**src/hdl/sfpm_regs.svh**
```systemverilog
// Purpose: timing counts and synchroniser depth for the supply fault protection manager
// Assumes: 250 MHz logic clock
// Notes: times in ns, counts derived by the block
`ifndef SFPM_REGS_SVH
`define SFPM_REGS_SVH
`define SFPM_CLK_PERIOD_NS 4
`define SFPM_SLEEP_NS 20000
`define SFPM_SOFTSTART_NS 40000
`define SFPM_SLEEP_CYC ((`SFPM_SLEEP_NS + `SFPM_CLK_PERIOD_NS - 1) / `SFPM_CLK_PERIOD_NS)
`define SFPM_SOFTSTART_CYC ((`SFPM_SOFTSTART_NS + `SFPM_CLK_PERIOD_NS - 1) / `SFPM_CLK_PERIOD_NS)
`define SFPM_SYNC_STAGES 3
`endif

```
**src/hdl/sfpm_pkg.sv**
```systemverilog
// Purpose: shared types of the supply fault protection manager
// Assumes: nothing
// Notes: buck states
package sfpm_pkg;
  typedef enum logic [1:0] {
    SFPM_BUCK_OFF = 2'b00,
    SFPM_BUCK_SOFT = 2'b01,
    SFPM_BUCK_RUN = 2'b10,
    SFPM_BUCK_LATCHED = 2'b11
  } sfpm_buck_t;
endpackage

```
**src/hdl/sfpm_top.sv**
```systemverilog
// Purpose: supply fault protection manager for a three-phase gate driver
// Assumes: fault flags are asynchronous levels from analog supervisors with hysteresis
// Notes: gate outputs are registered; enables are levels
// How it works
// - motor or logic undervoltage stops linear regulator, op amps, comparator; a running buck ignores motor undervoltage, logic undervoltage restarts its soft-start
// - motor, logic or gate supply undervoltage forces all high-side outputs low
// - same faults force all low-side outputs low; bootstrap fault leaves them
// - bootstrap undervoltage on a phase drops only that phase's high-side output
// - undervoltage set below off level, cleared only above the on level
// - overtemperature stops only the regulator where it was sensed
// - thermal stop clears by itself once temperature falls below threshold minus hysteresis
// - buck starts through a fixed-length soft-start
// - switch overcurrent latches buck off until motor supply is cycled
// - output undervoltage restarts buck with a new soft-start
// - with external supply and benign switch node, buck switch keeps toggling
// - switch node shorted to ground or logic supply latches buck off
// - both standby inputs low: after sleep delay, standby shutdown, buck keeps running
// - high and low side of one half-bridge never high together
// - undriven controller inputs read low so outputs stay off
`timescale 1ns/10ps
`default_nettype none
`include "sfpm_regs.svh"
module sfpm_top #(
  parameter int SLEEP_CYC = `SFPM_SLEEP_CYC,
  parameter int SOFTSTART_CYC = `SFPM_SOFTSTART_CYC,
  parameter int PHASES = 3
) (
  input wire logic clk,
  input wire logic resetn,
  input wire logic high_gate_in_u,
  input wire logic high_gate_in_v,
  input wire logic high_gate_in_w,
  input wire logic low_gate_in_u,
  input wire logic low_gate_in_v,
  input wire logic low_gate_in_w,
  input wire logic threshold_standby_sel_a,
  input wire logic threshold_standby_sel_b,
  input wire logic motor_supply_uv,
  input wire logic logic_supply_uv,
  input wire logic gate_supply_uv,
  input wire logic [2:0] bootstrap_supply_uv,
  input wire logic linear_overtemp,
  input wire logic buck_overtemp,
  input wire logic switch_overcurrent,
  input wire logic switch_short,
  input wire logic regulator_output_uv,
  output logic high_gate_out_u,
  output logic high_gate_out_v,
  output logic high_gate_out_w,
  output logic low_gate_out_u,
  output logic low_gate_out_v,
  output logic low_gate_out_w,
  output logic linear_reg_enable,
  output logic amp_comp_enable,
  output logic buck_enable,
  output logic buck_soft_start,
  output logic standby_active
);
  import sfpm_pkg::*;
  localparam int NF = 11;
  localparam int SW = $clog2(SLEEP_CYC + 1);

  // inputs from the controller are levels from another domain too
  logic [5:0] gate_raw;
  logic [5:0] gate_sync;
  logic [1:0] stby_sync;
  logic [NF-1:0] flt_raw;
  logic [NF-1:0] flt;
  logic vm_uv;
  logic vdd_uv;
  logic vreg_uv;
  logic [2:0] boot_uv;
  logic lin_ot;
  logic buck_ot;
  logic sw_oc;
  logic sw_short;
  logic out_uv;
  logic stby_req;
  logic [SW-1:0] sleep_cnt;
  logic [SW-1:0] stby_held;
  logic common_uv;
  logic [2:0] hi_in;
  logic [2:0] lo_in;
  logic [2:0] next_hi;
  logic [2:0] next_lo;
  logic [2:0] hi_q;
  logic [2:0] lo_q;
  sfpm_buck_t buck_state;

  assign gate_raw = {low_gate_in_w, low_gate_in_v, low_gate_in_u,
                     high_gate_in_w, high_gate_in_v, high_gate_in_u};
  assign flt_raw = {regulator_output_uv, switch_short, switch_overcurrent, buck_overtemp,
                    linear_overtemp, bootstrap_supply_uv, gate_supply_uv,
                    logic_supply_uv, motor_supply_uv};

  // gate and standby inputs reset low, as an undriven pin reads
  sfpm_sync #(.WIDTH(6), .INIT(6'h00)) u_gate_sync (
    .clk(clk),
    .resetn(resetn),
    .async_in(gate_raw),
    .sync_out(gate_sync)
  );

  sfpm_sync #(.WIDTH(2), .INIT(2'h0)) u_stby_sync (
    .clk(clk),
    .resetn(resetn),
    .async_in({threshold_standby_sel_b, threshold_standby_sel_a}),
    .sync_out(stby_sync)
  );

  // supply undervoltage flags reset asserted, the other fault flags reset clear: no supply is trusted until the supervisors are seen
  sfpm_sync #(.WIDTH(NF), .INIT(11'h03f)) u_flt_sync (
    .clk(clk),
    .resetn(resetn),
    .async_in(flt_raw),
    .sync_out(flt)
  );

  // hysteresis lives in the supervisors; the flag is only released above the on level
  assign vm_uv = flt[0];
  assign vdd_uv = flt[1];
  assign vreg_uv = flt[2];
  assign boot_uv = flt[5:3];
  assign lin_ot = flt[6];
  assign buck_ot = flt[7];
  assign sw_oc = flt[8];
  assign sw_short = flt[9];
  assign out_uv = flt[10] || vdd_uv; // own output monitor, or the logic monitor it feeds
  assign hi_in = gate_sync[2:0];
  assign lo_in = gate_sync[5:3];
  assign stby_req = !stby_sync[0] && !stby_sync[1];

  // sleep delay before the analog side drops into low consumption
  always_ff @(posedge clk) begin
    if (!resetn) begin
      sleep_cnt <= '0;
      standby_active <= 1'b0;
    end else if (!stby_req) begin
      sleep_cnt <= '0;
      standby_active <= 1'b0;
    end else if (sleep_cnt == SW'(SLEEP_CYC - 1)) begin
      standby_active <= 1'b1;
    end else begin
      sleep_cnt <= sleep_cnt + SW'(1);
    end
  end

  assign common_uv = vm_uv || vdd_uv || vreg_uv;

  always_comb begin
    for (int p = 0; p < PHASES; p++) begin
      // a phase asking for both sides gets neither
      next_hi[p] = hi_in[p] && !lo_in[p] && !standby_active
                   && !common_uv && !boot_uv[p];
      next_lo[p] = lo_in[p] && !hi_in[p] && !standby_active
                   && !common_uv;
    end
  end

  always_ff @(posedge clk) begin
    if (!resetn) begin
      hi_q <= 3'h0;
      lo_q <= 3'h0;
    end else begin
      hi_q <= next_hi;
      lo_q <= next_lo;
    end
  end

  assign high_gate_out_u = hi_q[0];
  assign high_gate_out_v = hi_q[1];
  assign high_gate_out_w = hi_q[2];
  assign low_gate_out_u = lo_q[0];
  assign low_gate_out_v = lo_q[1];
  assign low_gate_out_w = lo_q[2];

  always_ff @(posedge clk) begin
    if (!resetn) begin
      linear_reg_enable <= 1'b0;
      amp_comp_enable <= 1'b0;
    end else begin
      // thermal flag drops by itself once cooled, so the enable comes back
      linear_reg_enable <= !vm_uv && !vdd_uv && !lin_ot && !standby_active;
      amp_comp_enable <= !vm_uv && !vdd_uv && !standby_active;
    end
  end

  // buck sees motor undervoltage only at start and latch clear, logic undervoltage as an output fault, and runs through standby
  sfpm_buck_ctrl #(.SOFTSTART_CYC(SOFTSTART_CYC)) u_buck (
    .clk(clk),
    .resetn(resetn),
    .motor_present(!vm_uv),
    .switch_overcurrent(sw_oc),
    .switch_short(sw_short),
    .output_undervoltage(out_uv),
    .buck_overtemp(buck_ot),
    .buck_state(buck_state),
    .buck_enable(buck_enable),
    .buck_soft_start(buck_soft_start)
  );

  // cycles the standby request has been seen, saturating; only the checks below read it
  always_ff @(posedge clk) begin
    if (!resetn || !stby_req) begin
      stby_held <= '0;
    end else if (stby_held != SW'(SLEEP_CYC)) begin
      stby_held <= stby_held + SW'(1);
    end
  end
endmodule
`default_nettype wire

```
**src/hdl/sfpm_sync.sv**
```systemverilog
// Purpose: three-stage synchroniser with second/third agreement filter
// Assumes: asynchronous input bits
// Notes: first stage is read only by the second
`timescale 1ns/10ps
`default_nettype none
module sfpm_sync #(
  parameter int WIDTH = 1,
  parameter logic [WIDTH-1:0] INIT = '0
) (
  input wire logic clk,
  input wire logic resetn,
  input wire logic [WIDTH-1:0] async_in,
  output var logic [WIDTH-1:0] sync_out
);
  logic [WIDTH-1:0] s1;
  logic [WIDTH-1:0] s2;
  logic [WIDTH-1:0] s3;
  genvar i;
  for (i = 0; i < WIDTH; i++) begin : g_bit
    always_ff @(posedge clk) begin
      if (!resetn) begin
        s1[i] <= INIT[i];
        s2[i] <= INIT[i];
        s3[i] <= INIT[i];
        sync_out[i] <= INIT[i];
      end else begin
        s1[i] <= async_in[i];
        s2[i] <= s1[i];
        s3[i] <= s2[i];
        // a change counts once two later stages agree
        if (s2[i] == s3[i]) begin
          sync_out[i] <= s3[i];
        end
      end
    end
  end
endmodule
`default_nettype wire

```
**src/hdl/sfpm_buck_ctrl.sv**
```systemverilog
// Purpose: buck regulator start, soft-start retry and latch-off control
// Assumes: fault inputs already synchronised
// Notes: latch clears only on a motor supply power cycle
`timescale 1ns/10ps
`default_nettype none
`include "sfpm_regs.svh"
module sfpm_buck_ctrl #(
  parameter int SOFTSTART_CYC = `SFPM_SOFTSTART_CYC
) (
  input wire logic clk,
  input wire logic resetn,
  input wire logic motor_present,
  input wire logic switch_overcurrent,
  input wire logic switch_short,
  input wire logic output_undervoltage,
  input wire logic buck_overtemp,
  output sfpm_pkg::sfpm_buck_t buck_state,
  output logic buck_enable,
  output logic buck_soft_start
);
  import sfpm_pkg::*;
  localparam int CW = $clog2(SOFTSTART_CYC + 1);
  logic [CW-1:0] soft_cnt;
  sfpm_buck_t next_state;

  always_comb begin
    next_state = buck_state;
    case (buck_state)
      SFPM_BUCK_OFF: begin
        if (motor_present && !buck_overtemp) begin
          next_state = SFPM_BUCK_SOFT;
        end
      end
      SFPM_BUCK_SOFT, SFPM_BUCK_RUN: begin
        if (switch_overcurrent || switch_short) begin
          next_state = SFPM_BUCK_LATCHED;
        end else if (buck_overtemp) begin
          next_state = SFPM_BUCK_OFF;
        end else if (output_undervoltage && buck_state == SFPM_BUCK_RUN) begin
          next_state = SFPM_BUCK_SOFT;
        end else if (buck_state == SFPM_BUCK_SOFT &&
                     soft_cnt == CW'(SOFTSTART_CYC - 1)) begin
          next_state = SFPM_BUCK_RUN;
        end
      end
      SFPM_BUCK_LATCHED: begin
        if (!motor_present) begin
          next_state = SFPM_BUCK_OFF;
        end
      end
      default: next_state = SFPM_BUCK_OFF;
    endcase
  end

  always_ff @(posedge clk) begin
    if (!resetn) begin
      buck_state <= SFPM_BUCK_OFF;
    end else begin
      buck_state <= next_state;
    end
  end

  always_ff @(posedge clk) begin
    if (!resetn) begin
      soft_cnt <= '0;
    end else if (buck_state != SFPM_BUCK_SOFT || next_state != SFPM_BUCK_SOFT) begin
      soft_cnt <= '0;
    end else begin
      soft_cnt <= soft_cnt + CW'(1);
    end
  end

  // the switch toggles in soft-start and run; latch, thermal stop or no motor supply at start holds it off
  assign buck_enable = (buck_state == SFPM_BUCK_SOFT) || (buck_state == SFPM_BUCK_RUN);
  assign buck_soft_start = (buck_state == SFPM_BUCK_SOFT);
endmodule
`default_nettype wire

```
**config.mk**
```make
export PLATFORM = sky130hd
export DESIGN_NAME = sfpm_top
export DESIGN_NICKNAME = d
export VERILOG_FILES = /design/src/hdl/sfpm_pkg.sv /design/src/hdl/sfpm_top.sv /design/src/hdl/sfpm_sync.sv /design/src/hdl/sfpm_buck_ctrl.sv
export VERILOG_INCLUDE_DIRS = /design/src /design/src/hdl
export SDC_FILE = /design/constraint.sdc
export NUM_CORES = 1
export LEC_CHECK = 0
export BUFFER_PORTS_ARGS = -buffer_cell sky130_fd_sc_hd__buf_4
export CAP_MARGIN = 20
export CORE_MARGIN = 4
export CORE_UTILIZATION = 25
export CTS_CLUSTER_SIZE = 20
export DETAILED_ROUTE_END_ITERATION = 10
export GPL_ROUTABILITY_DRIVEN = 1
export MAX_ROUTING_LAYER = met4
export SLEW_MARGIN = 20
export SYNTH_ARGS = -nofsm -noshare
export SYNTH_HDL_FRONTEND = slang
export SYNTH_SLANG_ARGS = --single-unit
```
**constraint.sdc**
```tcl
create_clock -name clk -period 2.45 [get_ports clk]
set_clock_uncertainty 0.1 [all_clocks]
set_input_delay 0.49 -clock clk [delete_from_list [all_inputs] [get_ports clk]]
set_output_delay 0.49 -clock clk [all_outputs]
set_load 0.02 [all_outputs]
```
==> results.sh, run 1 <==
export IMPL_cts_tree="done"
export IMPL_tightest_slew_ns=0.484
export IMPL_floorplan_initialDensity=0.259
export IMPL_clk_pin_slew_ns=0.05
export IMPL_yosysMostFrequentCell="dfxtp_1"
export IMPL_place_hpwl_um=4730
export IMPL_drt_initial_drc_count=84
export IMPL_comb_power_share=0.030
export IMPL_clock_sinks=114
export IMPL_ctsHtreeMaxLevel=4
export IMPL_synthTopCellsByArea="dfxtp_1, and2_1, xnor2_1"
export IMPL_whs_ns=0.168
export IMPL_grt_pass1_wl_um=12100
export IMPL_first_pass_iters=4
export IMPL_area_growth_pct=28.0
export IMPL_grt_max_degree=37
export IMPL_yosysUniqueCellTypes=43
export IMPL_arrival_ns=2.37
export IMPL_die_h_um=134
export IMPL_synthTopCellsByCount="dfxtp_1, and2_1, nor2_1, o21ai_0, nand2b_1"
export IMPL_power_share_sequential=0.410
export IMPL_p_clk_frac=0.559
export IMPL_viasPerCell=4.09
export IMPL_dpl_cell_count=618
export IMPL_worst_setup_path_start_kind="flop"
export IMPL_crit_slowest_cell="dfxtp_1"
export IMPL_track_usage=0.0862
export IMPL_post_cts_resized=0
export IMPL_crit_chain="inv_1 > ha_1 > nor2b_1 > o2bb2ai_1 > a311oi_4 > buf_4 > nor3_1"
export IMPL_cts_root_buf="clkbuf_16"
export IMPL_drc=0
export IMPL_synthesis_nets=410
export IMPL_power_internal_mw=3.80
export IMPL_avgRoutedWirePerCell_um=10.7
export IMPL_synth_top_area_cell="dfxtp_1"
export IMPL_vias=2653
export IMPL_dieArea_um2=18100
export IMPL_numCtsBuffers=17
export IMPL_core_area_um2=15400
export IMPL_postCtsSetupBuffers=0
export IMPL_io_pins=32
export IMPL_status="finished, final reports clean"
export IMPL_critPathTopFamily="flip-flops"
export IMPL_finalSetupViolations=0
export IMPL_critPathKind="reg2reg"
export IMPL_ys_flop_type="dfxtp_1"
export IMPL_period_share=0.896
export IMPL_max_slew_margin=0.677
export IMPL_ys_seq_elements=114
export IMPL_drive_gt1_frac=0.194
export IMPL_fin_tns_setup_ns=0
export IMPL_ys_warn_count=0
export IMPL_globalplace_congestion=0.718
export IMPL_cts_buffer_depth=2
export IMPL_syn_cell_area_um2=4000
export IMPL_slew_viol_final=0
export IMPL_wl_um=6930
export IMPL_leakage_nw=1.86
export IMPL_syn_avg_cell_area_um2=10.4
export IMPL_crit_required_ns=2.63
export IMPL_worstPathMaxFanout=15
export IMPL_fillerInstances=1581
export IMPL_hold_buffers=0
export IMPL_synthCells=383
export IMPL_rows=45
export IMPL_finalNonFillerCells=649
export IMPL_hold_class="in2reg"
export IMPL_cp_num_buf_inv=2
export IMPL_crit_path_end_kind="flop"
export IMPL_antenna_found_initial=0
export IMPL_cap_viol_max_count=0
export IMPL_grt_setup_unrepaired="false"
export IMPL_switchingPower_uw=898
export IMPL_synth_top_area_frac=0.571
export IMPL_fmax_mhz=456
export IMPL_power_density_nw_per_um2=918
export IMPL_swShare=0.191
export IMPL_ir_drop_mv=0.481
export IMPL_synth_edff_count=0
export IMPL_finalHoldViolCount=0
export IMPL_port_buffer_count=31
export IMPL_antenna_cells=0
export IMPL_yosysSeqAreaShare=0.571
export IMPL_critPathMaxStageDelay_ns=0.48
export IMPL_final_util=0.332
export IMPL_ant_nets=0
export IMPL_ys_async_sr_fraction=0
export IMPL_die_w_um=134
export IMPL_grt_pass1_vias=2611
export IMPL_period_minus_slack_ns=2.19
export IMPL_grt_ovfl_total=0
export IMPL_layout_nets=453
export IMPL_clk_latency_ns=0.40
==> power by group through the flow <==
stage | Sequential, mW | Combinational [mW] | Clock [mW]
2_1_floorplan | 1.96 | 0.0985 | 0
3_3_place_gp | 1.96 | 0.140 | 0
3_5_place_dp | 1.96 | 0.146 | 0
4_1_cts | 1.93 | 0.146 | 2.68
5_1_grt | 1.93 | 0.160 | 2.77
6_report | 1.93 | 0.142 | 2.63
==> kinds of logic (layout without fill, tap and decap cells) <==
| logic type | after synthesis | after routing | share of synthesized area |
|---|---|---|---|
| buffers and inverters | 21 | 76 | 0.0238 |
| muxes | 1 | 1 | 0.00250 |
| and+or+nand+nor | 166 | 166 | 0.251 |
| xor gates and xnor gates | 21 | 21 | 0.0460 |
| AOI/OAI and AO/OA | 54 | 54 | 0.0870 |
| DFF | 114 | 114 | 0.571 |
| adders and majority gates | 6 | 6 | 0.0188 |
==> cells in the final DEF, fill, tap and decap left out, drive strengths merged, types with 6 or more instances in the layout <==
master,synthesis,layout
nand2b,19,19
o21ai,24,24
nand3,9,9
xnor2,15,15
a21oi,9,9
nor3,22,22
dfxtp,114,114
ha,6,6
nand4,7,7
and2,39,39
xor2,6,6
clkbuf,8,22
a21boi,13,13
nand2,18,18
buf,4,36
nor2,26,26
inv,9,9
==> metrics by stage <==
step / total power, mW / worst slack, ns / area [um^2]
finish: 4.69 / 0.256 / 5120
detailed placement: 2.11 / 0.259 / 4470
CTS: 4.75 / 0.250 / 5120
global route: 4.87 / 0.130 / 5120
floorplan: 2.06 / 0.325 / 4000
global placement: 2.10 / 0.377 / 4470
==> final timing paths <==
check / slack (ns) / end / startpoint / cells after the start
worst min register to register: 0.30 / u_flt_sync.s2[4] / u_flt_sync.s1[4] / 1
worst max-delay path: 0.26 / u_buck.soft_cnt[3] / u_buck.buck_state[0] / 7
worst max register to register: 0.26 / u_buck.soft_cnt[3] / u_buck.buck_state[0] / 7
worst min-delay path: 0.17 / u_flt_sync.s1[4] / bootstrap_supply_uv[1] / 2
==> routing by layer <==
metal,track usage,vias to the layer above,wire length (um)
met4,0.0458,0,188
li1,-,1387,-
met5,-,-,0
met1,0.100,1208,3330
met3,0.0317,19,183
met2,0.130,39,3230
==> cell type report <==
cell class | instances | area (um^2) | area share
Sequential cell | 114 | 2280 | 0.446
Multi-Input combinational cell | 248 | 1620 | 0.317
Clock buffer | 22 | 494 | 0.0966
Timing Repair Buffer | 36 | 270 | 0.0528
Tap cell | 211 | 264 | 0.0516
Clock inverter | 9 | 151 | 0.0296
Inverter | 9 | 33.8 | 0.00660
==> state kept, by name, indices dropped and copies added (netlist names) <==
signal / flops
linear_reg_enable: 1
u_gate_sync.sync_out: 6
u_stby_sync.s2: 2
u_gate_sync.s1: 6
lo_q: 3
u_buck.buck_state: 2
u_flt_sync.s2: 11
amp_comp_enable: 1
u_stby_sync.s1: 2
u_stby_sync.s3: 2
standby_active: 1
hi_q: 3
u_flt_sync.sync_out: 11
u_flt_sync.s1: 11
u_flt_sync.s3: 11
u_stby_sync.sync_out: 2
u_buck.soft_cnt: 14
u_gate_sync.s3: 6
u_gate_sync.s2: 6
sleep_cnt: 13
Note: power is estimated with default switching activity, not from simulation.
==> run 2: changes to the inputs <==
--- a/config.mk
+++ b/config.mk
@@ -8,7 +8,7 @@
 export LEC_CHECK = 0
 export BUFFER_PORTS_ARGS = -buffer_cell sky130_fd_sc_hd__buf_4
 export CAP_MARGIN = 20
-export CORE_MARGIN = 4
+export CORE_MARGIN = 2
 export CORE_UTILIZATION = 25
 export CTS_CLUSTER_SIZE = 20
 export DETAILED_ROUTE_END_ITERATION = 10
==> results.sh, run 2 (same netlist as run 1, synthesis figures left out) <==
export IMPL_status="finished, final reports clean"
export IMPL_drt_initial_drc_count=104
export IMPL_numCtsBuffers=17
export IMPL_period_minus_slack_ns=2.19
export IMPL_grt_pass1_wl_um=11600
export IMPL_avgRoutedWirePerCell_um=10.5
export IMPL_ctsHtreeMaxLevel=4
export IMPL_power_density_nw_per_um2=912
export IMPL_ir_drop_mv=0.382
export IMPL_layout_nets=452
export IMPL_io_pins=32
export IMPL_grt_pass1_vias=2551
export IMPL_cts_buffer_depth=2
export IMPL_ant_nets=0
export IMPL_wl_um=6860
export IMPL_r2r_end="u_buck.soft_cnt[2]"
export IMPL_dpl_cell_count=622
export IMPL_dieArea_um2=17000
export IMPL_place_hpwl_um=4520
export IMPL_whs_ns=0.160
export IMPL_arrival_ns=2.38
export IMPL_clk_pin_slew_ns=0.05
export IMPL_grt_max_degree=61
export IMPL_dp_slack_ns=0.247
export IMPL_reg2reg_from="u_buck.buck_state[0]"
export IMPL_leakage_nw=1.84
export IMPL_worst_setup_path_start_kind="flop"
export IMPL_fillerInstances=1613
export IMPL_final_util=0.323
export IMPL_drive_gt1_frac=0.189
export IMPL_gr_usage_met3=0.0318
export IMPL_period_share=0.895
export IMPL_fin_tns_setup_ns=0
export IMPL_die_w_um=130
export IMPL_drc=0
export IMPL_vias=2709
export IMPL_finalWorstSetupSlack_ns=0.256
export IMPL_r2r_slack_ns=0.26
export IMPL_cap_viol_max_count=0
export IMPL_met1_usage=0.105
export IMPL_critPathKind="reg2reg"
export IMPL_grt_busiest_layer="met2"
export IMPL_post_cts_resized=0
export IMPL_worstPathMaxFanout=14
export IMPL_crit_required_ns=2.64
export IMPL_grt_setup_unrepaired="false"
export IMPL_grt_ovfl_total=0
export IMPL_worst_r2r_path_depth=7
export IMPL_cts_tree="done"
export IMPL_hold_buffers=0
export IMPL_area_growth_pct=27.5
export IMPL_crit_chain="inv_1 > ha_1 > nor2b_1 > o2bb2ai_1 > a311oi_4 > buf_4 > nor3_1"
export IMPL_finalNonFillerCells=654
export IMPL_hold_depth=2
export IMPL_fmax_mhz=456
export IMPL_final_cell_area_um2=5100
export IMPL_clk_latency_ns=0.41
export IMPL_reg_top3="u_buck.soft_cnt: 14 flops, sleep_cnt: 13 flops"
export IMPL_clock_sinks=114
export IMPL_final_common_cell="dfxtp_1"
export IMPL_hold_end="u_flt_sync.s1[2]"
export IMPL_antenna_found_initial=0
export IMPL_top_register="u_buck.soft_cnt"
export IMPL_first_pass_iters=4
export IMPL_critPathMaxStageDelay_ns=0.48
export IMPL_finalSetupViolations=0
export IMPL_placed_area_um2=4470
export IMPL_floorplan_initialDensity=0.253
export IMPL_finalHoldViolCount=0
export IMPL_antenna_cells=0
export IMPL_rows=46
export IMPL_multiInputGateArea_um2=1620
export IMPL_globalplace_congestion=0.760
export IMPL_power_mw=4.65
export IMPL_max_slew_margin=0.673
export IMPL_worstHoldStart="gate_supply_uv"
export IMPL_regArea_um2=2280
export IMPL_die_h_um=130
export IMPL_crit_path_end_kind="flop"
export IMPL_core_area_um2=15800
export IMPL_largest_reg_flops=14
export IMPL_viasPerCell=4.14
export IMPL_track_usage=0.0906
export IMPL_port_buffer_count=31
export IMPL_hold_class="in2reg"
export IMPL_crit_slowest_cell="dfxtp_1"
export IMPL_cts_root_buf="clkbuf_16"
export IMPL_postCtsSetupBuffers=0
export IMPL_slew_viol_final=0
export IMPL_tightest_slew_ns=0.489
export IMPL_mostFrequentLayoutCells="dfxtp_1, and2_1, buf_4"
export IMPL_use_met2=0.136
==> run 2: cell types whose count changed in the layout (fill, tap and decap cells not counted), sizes merged <==
cell,change
buf,-1
clkinvlp,+1
==> run 2: worst max-delay path by stage <==
stage | startpoint | end | slack [ns] | depth (start not counted)
after detailed placement | u_buck.buck_state[0] | u_buck.soft_cnt[2] | 0.25 | 7
final | u_buck.buck_state[0] | u_buck.soft_cnt[2] | 0.26 | 7
after floorplan | u_buck.buck_state[0] | u_buck.soft_cnt[0] | 0.32 | 7
after global routing | u_buck.buck_state[0] | u_buck.soft_cnt[13] | 0.08 | 7
after global placement | u_buck.buck_state[0] | u_buck.soft_cnt[13] | 0.38 | 7
after CTS | u_buck.buck_state[0] | u_buck.soft_cnt[2] | 0.25 | 7
==> run 2: layout make-up <==
type,count,share of cell area
Multi-Input combinational cell,248,0.318
Clock buffer,22,0.0930
Timing Repair Buffer,35,0.0515
Sequential cell,114,0.448
Clock inverter,10,0.0304
Tap cell,216,0.0530
Inverter,9,0.00663
==> run 2: where the power goes <==
part | total (mW) | internal (mW) | switching (mW)
logic | 0.142 | 0.0678 | 0.0741
registers | 1.93 | 1.90 | 0.0236
clock network | 2.58 | 1.77 | 0.809
total | 4.65 | 3.74 | 0.907
==> run 2: routing by layer <==
layer	part of all wire	routed length [um]
met5	0	0
met4	0.023	158
met3	0.035	241
met2	0.46	3130
met1	0.48	3330
==> run 2: critical path, delay by kind of cell, from the launching register on <==
kind                     cells  cell delay (ns)
AO/OA/AOI/OAI                2             0.46
adder cells (fa/ha/maj)      1             0.35
buffers and inverters        2             0.40
flip-flops                   1             0.48
AND/OR/NAND/NOR              2             0.28
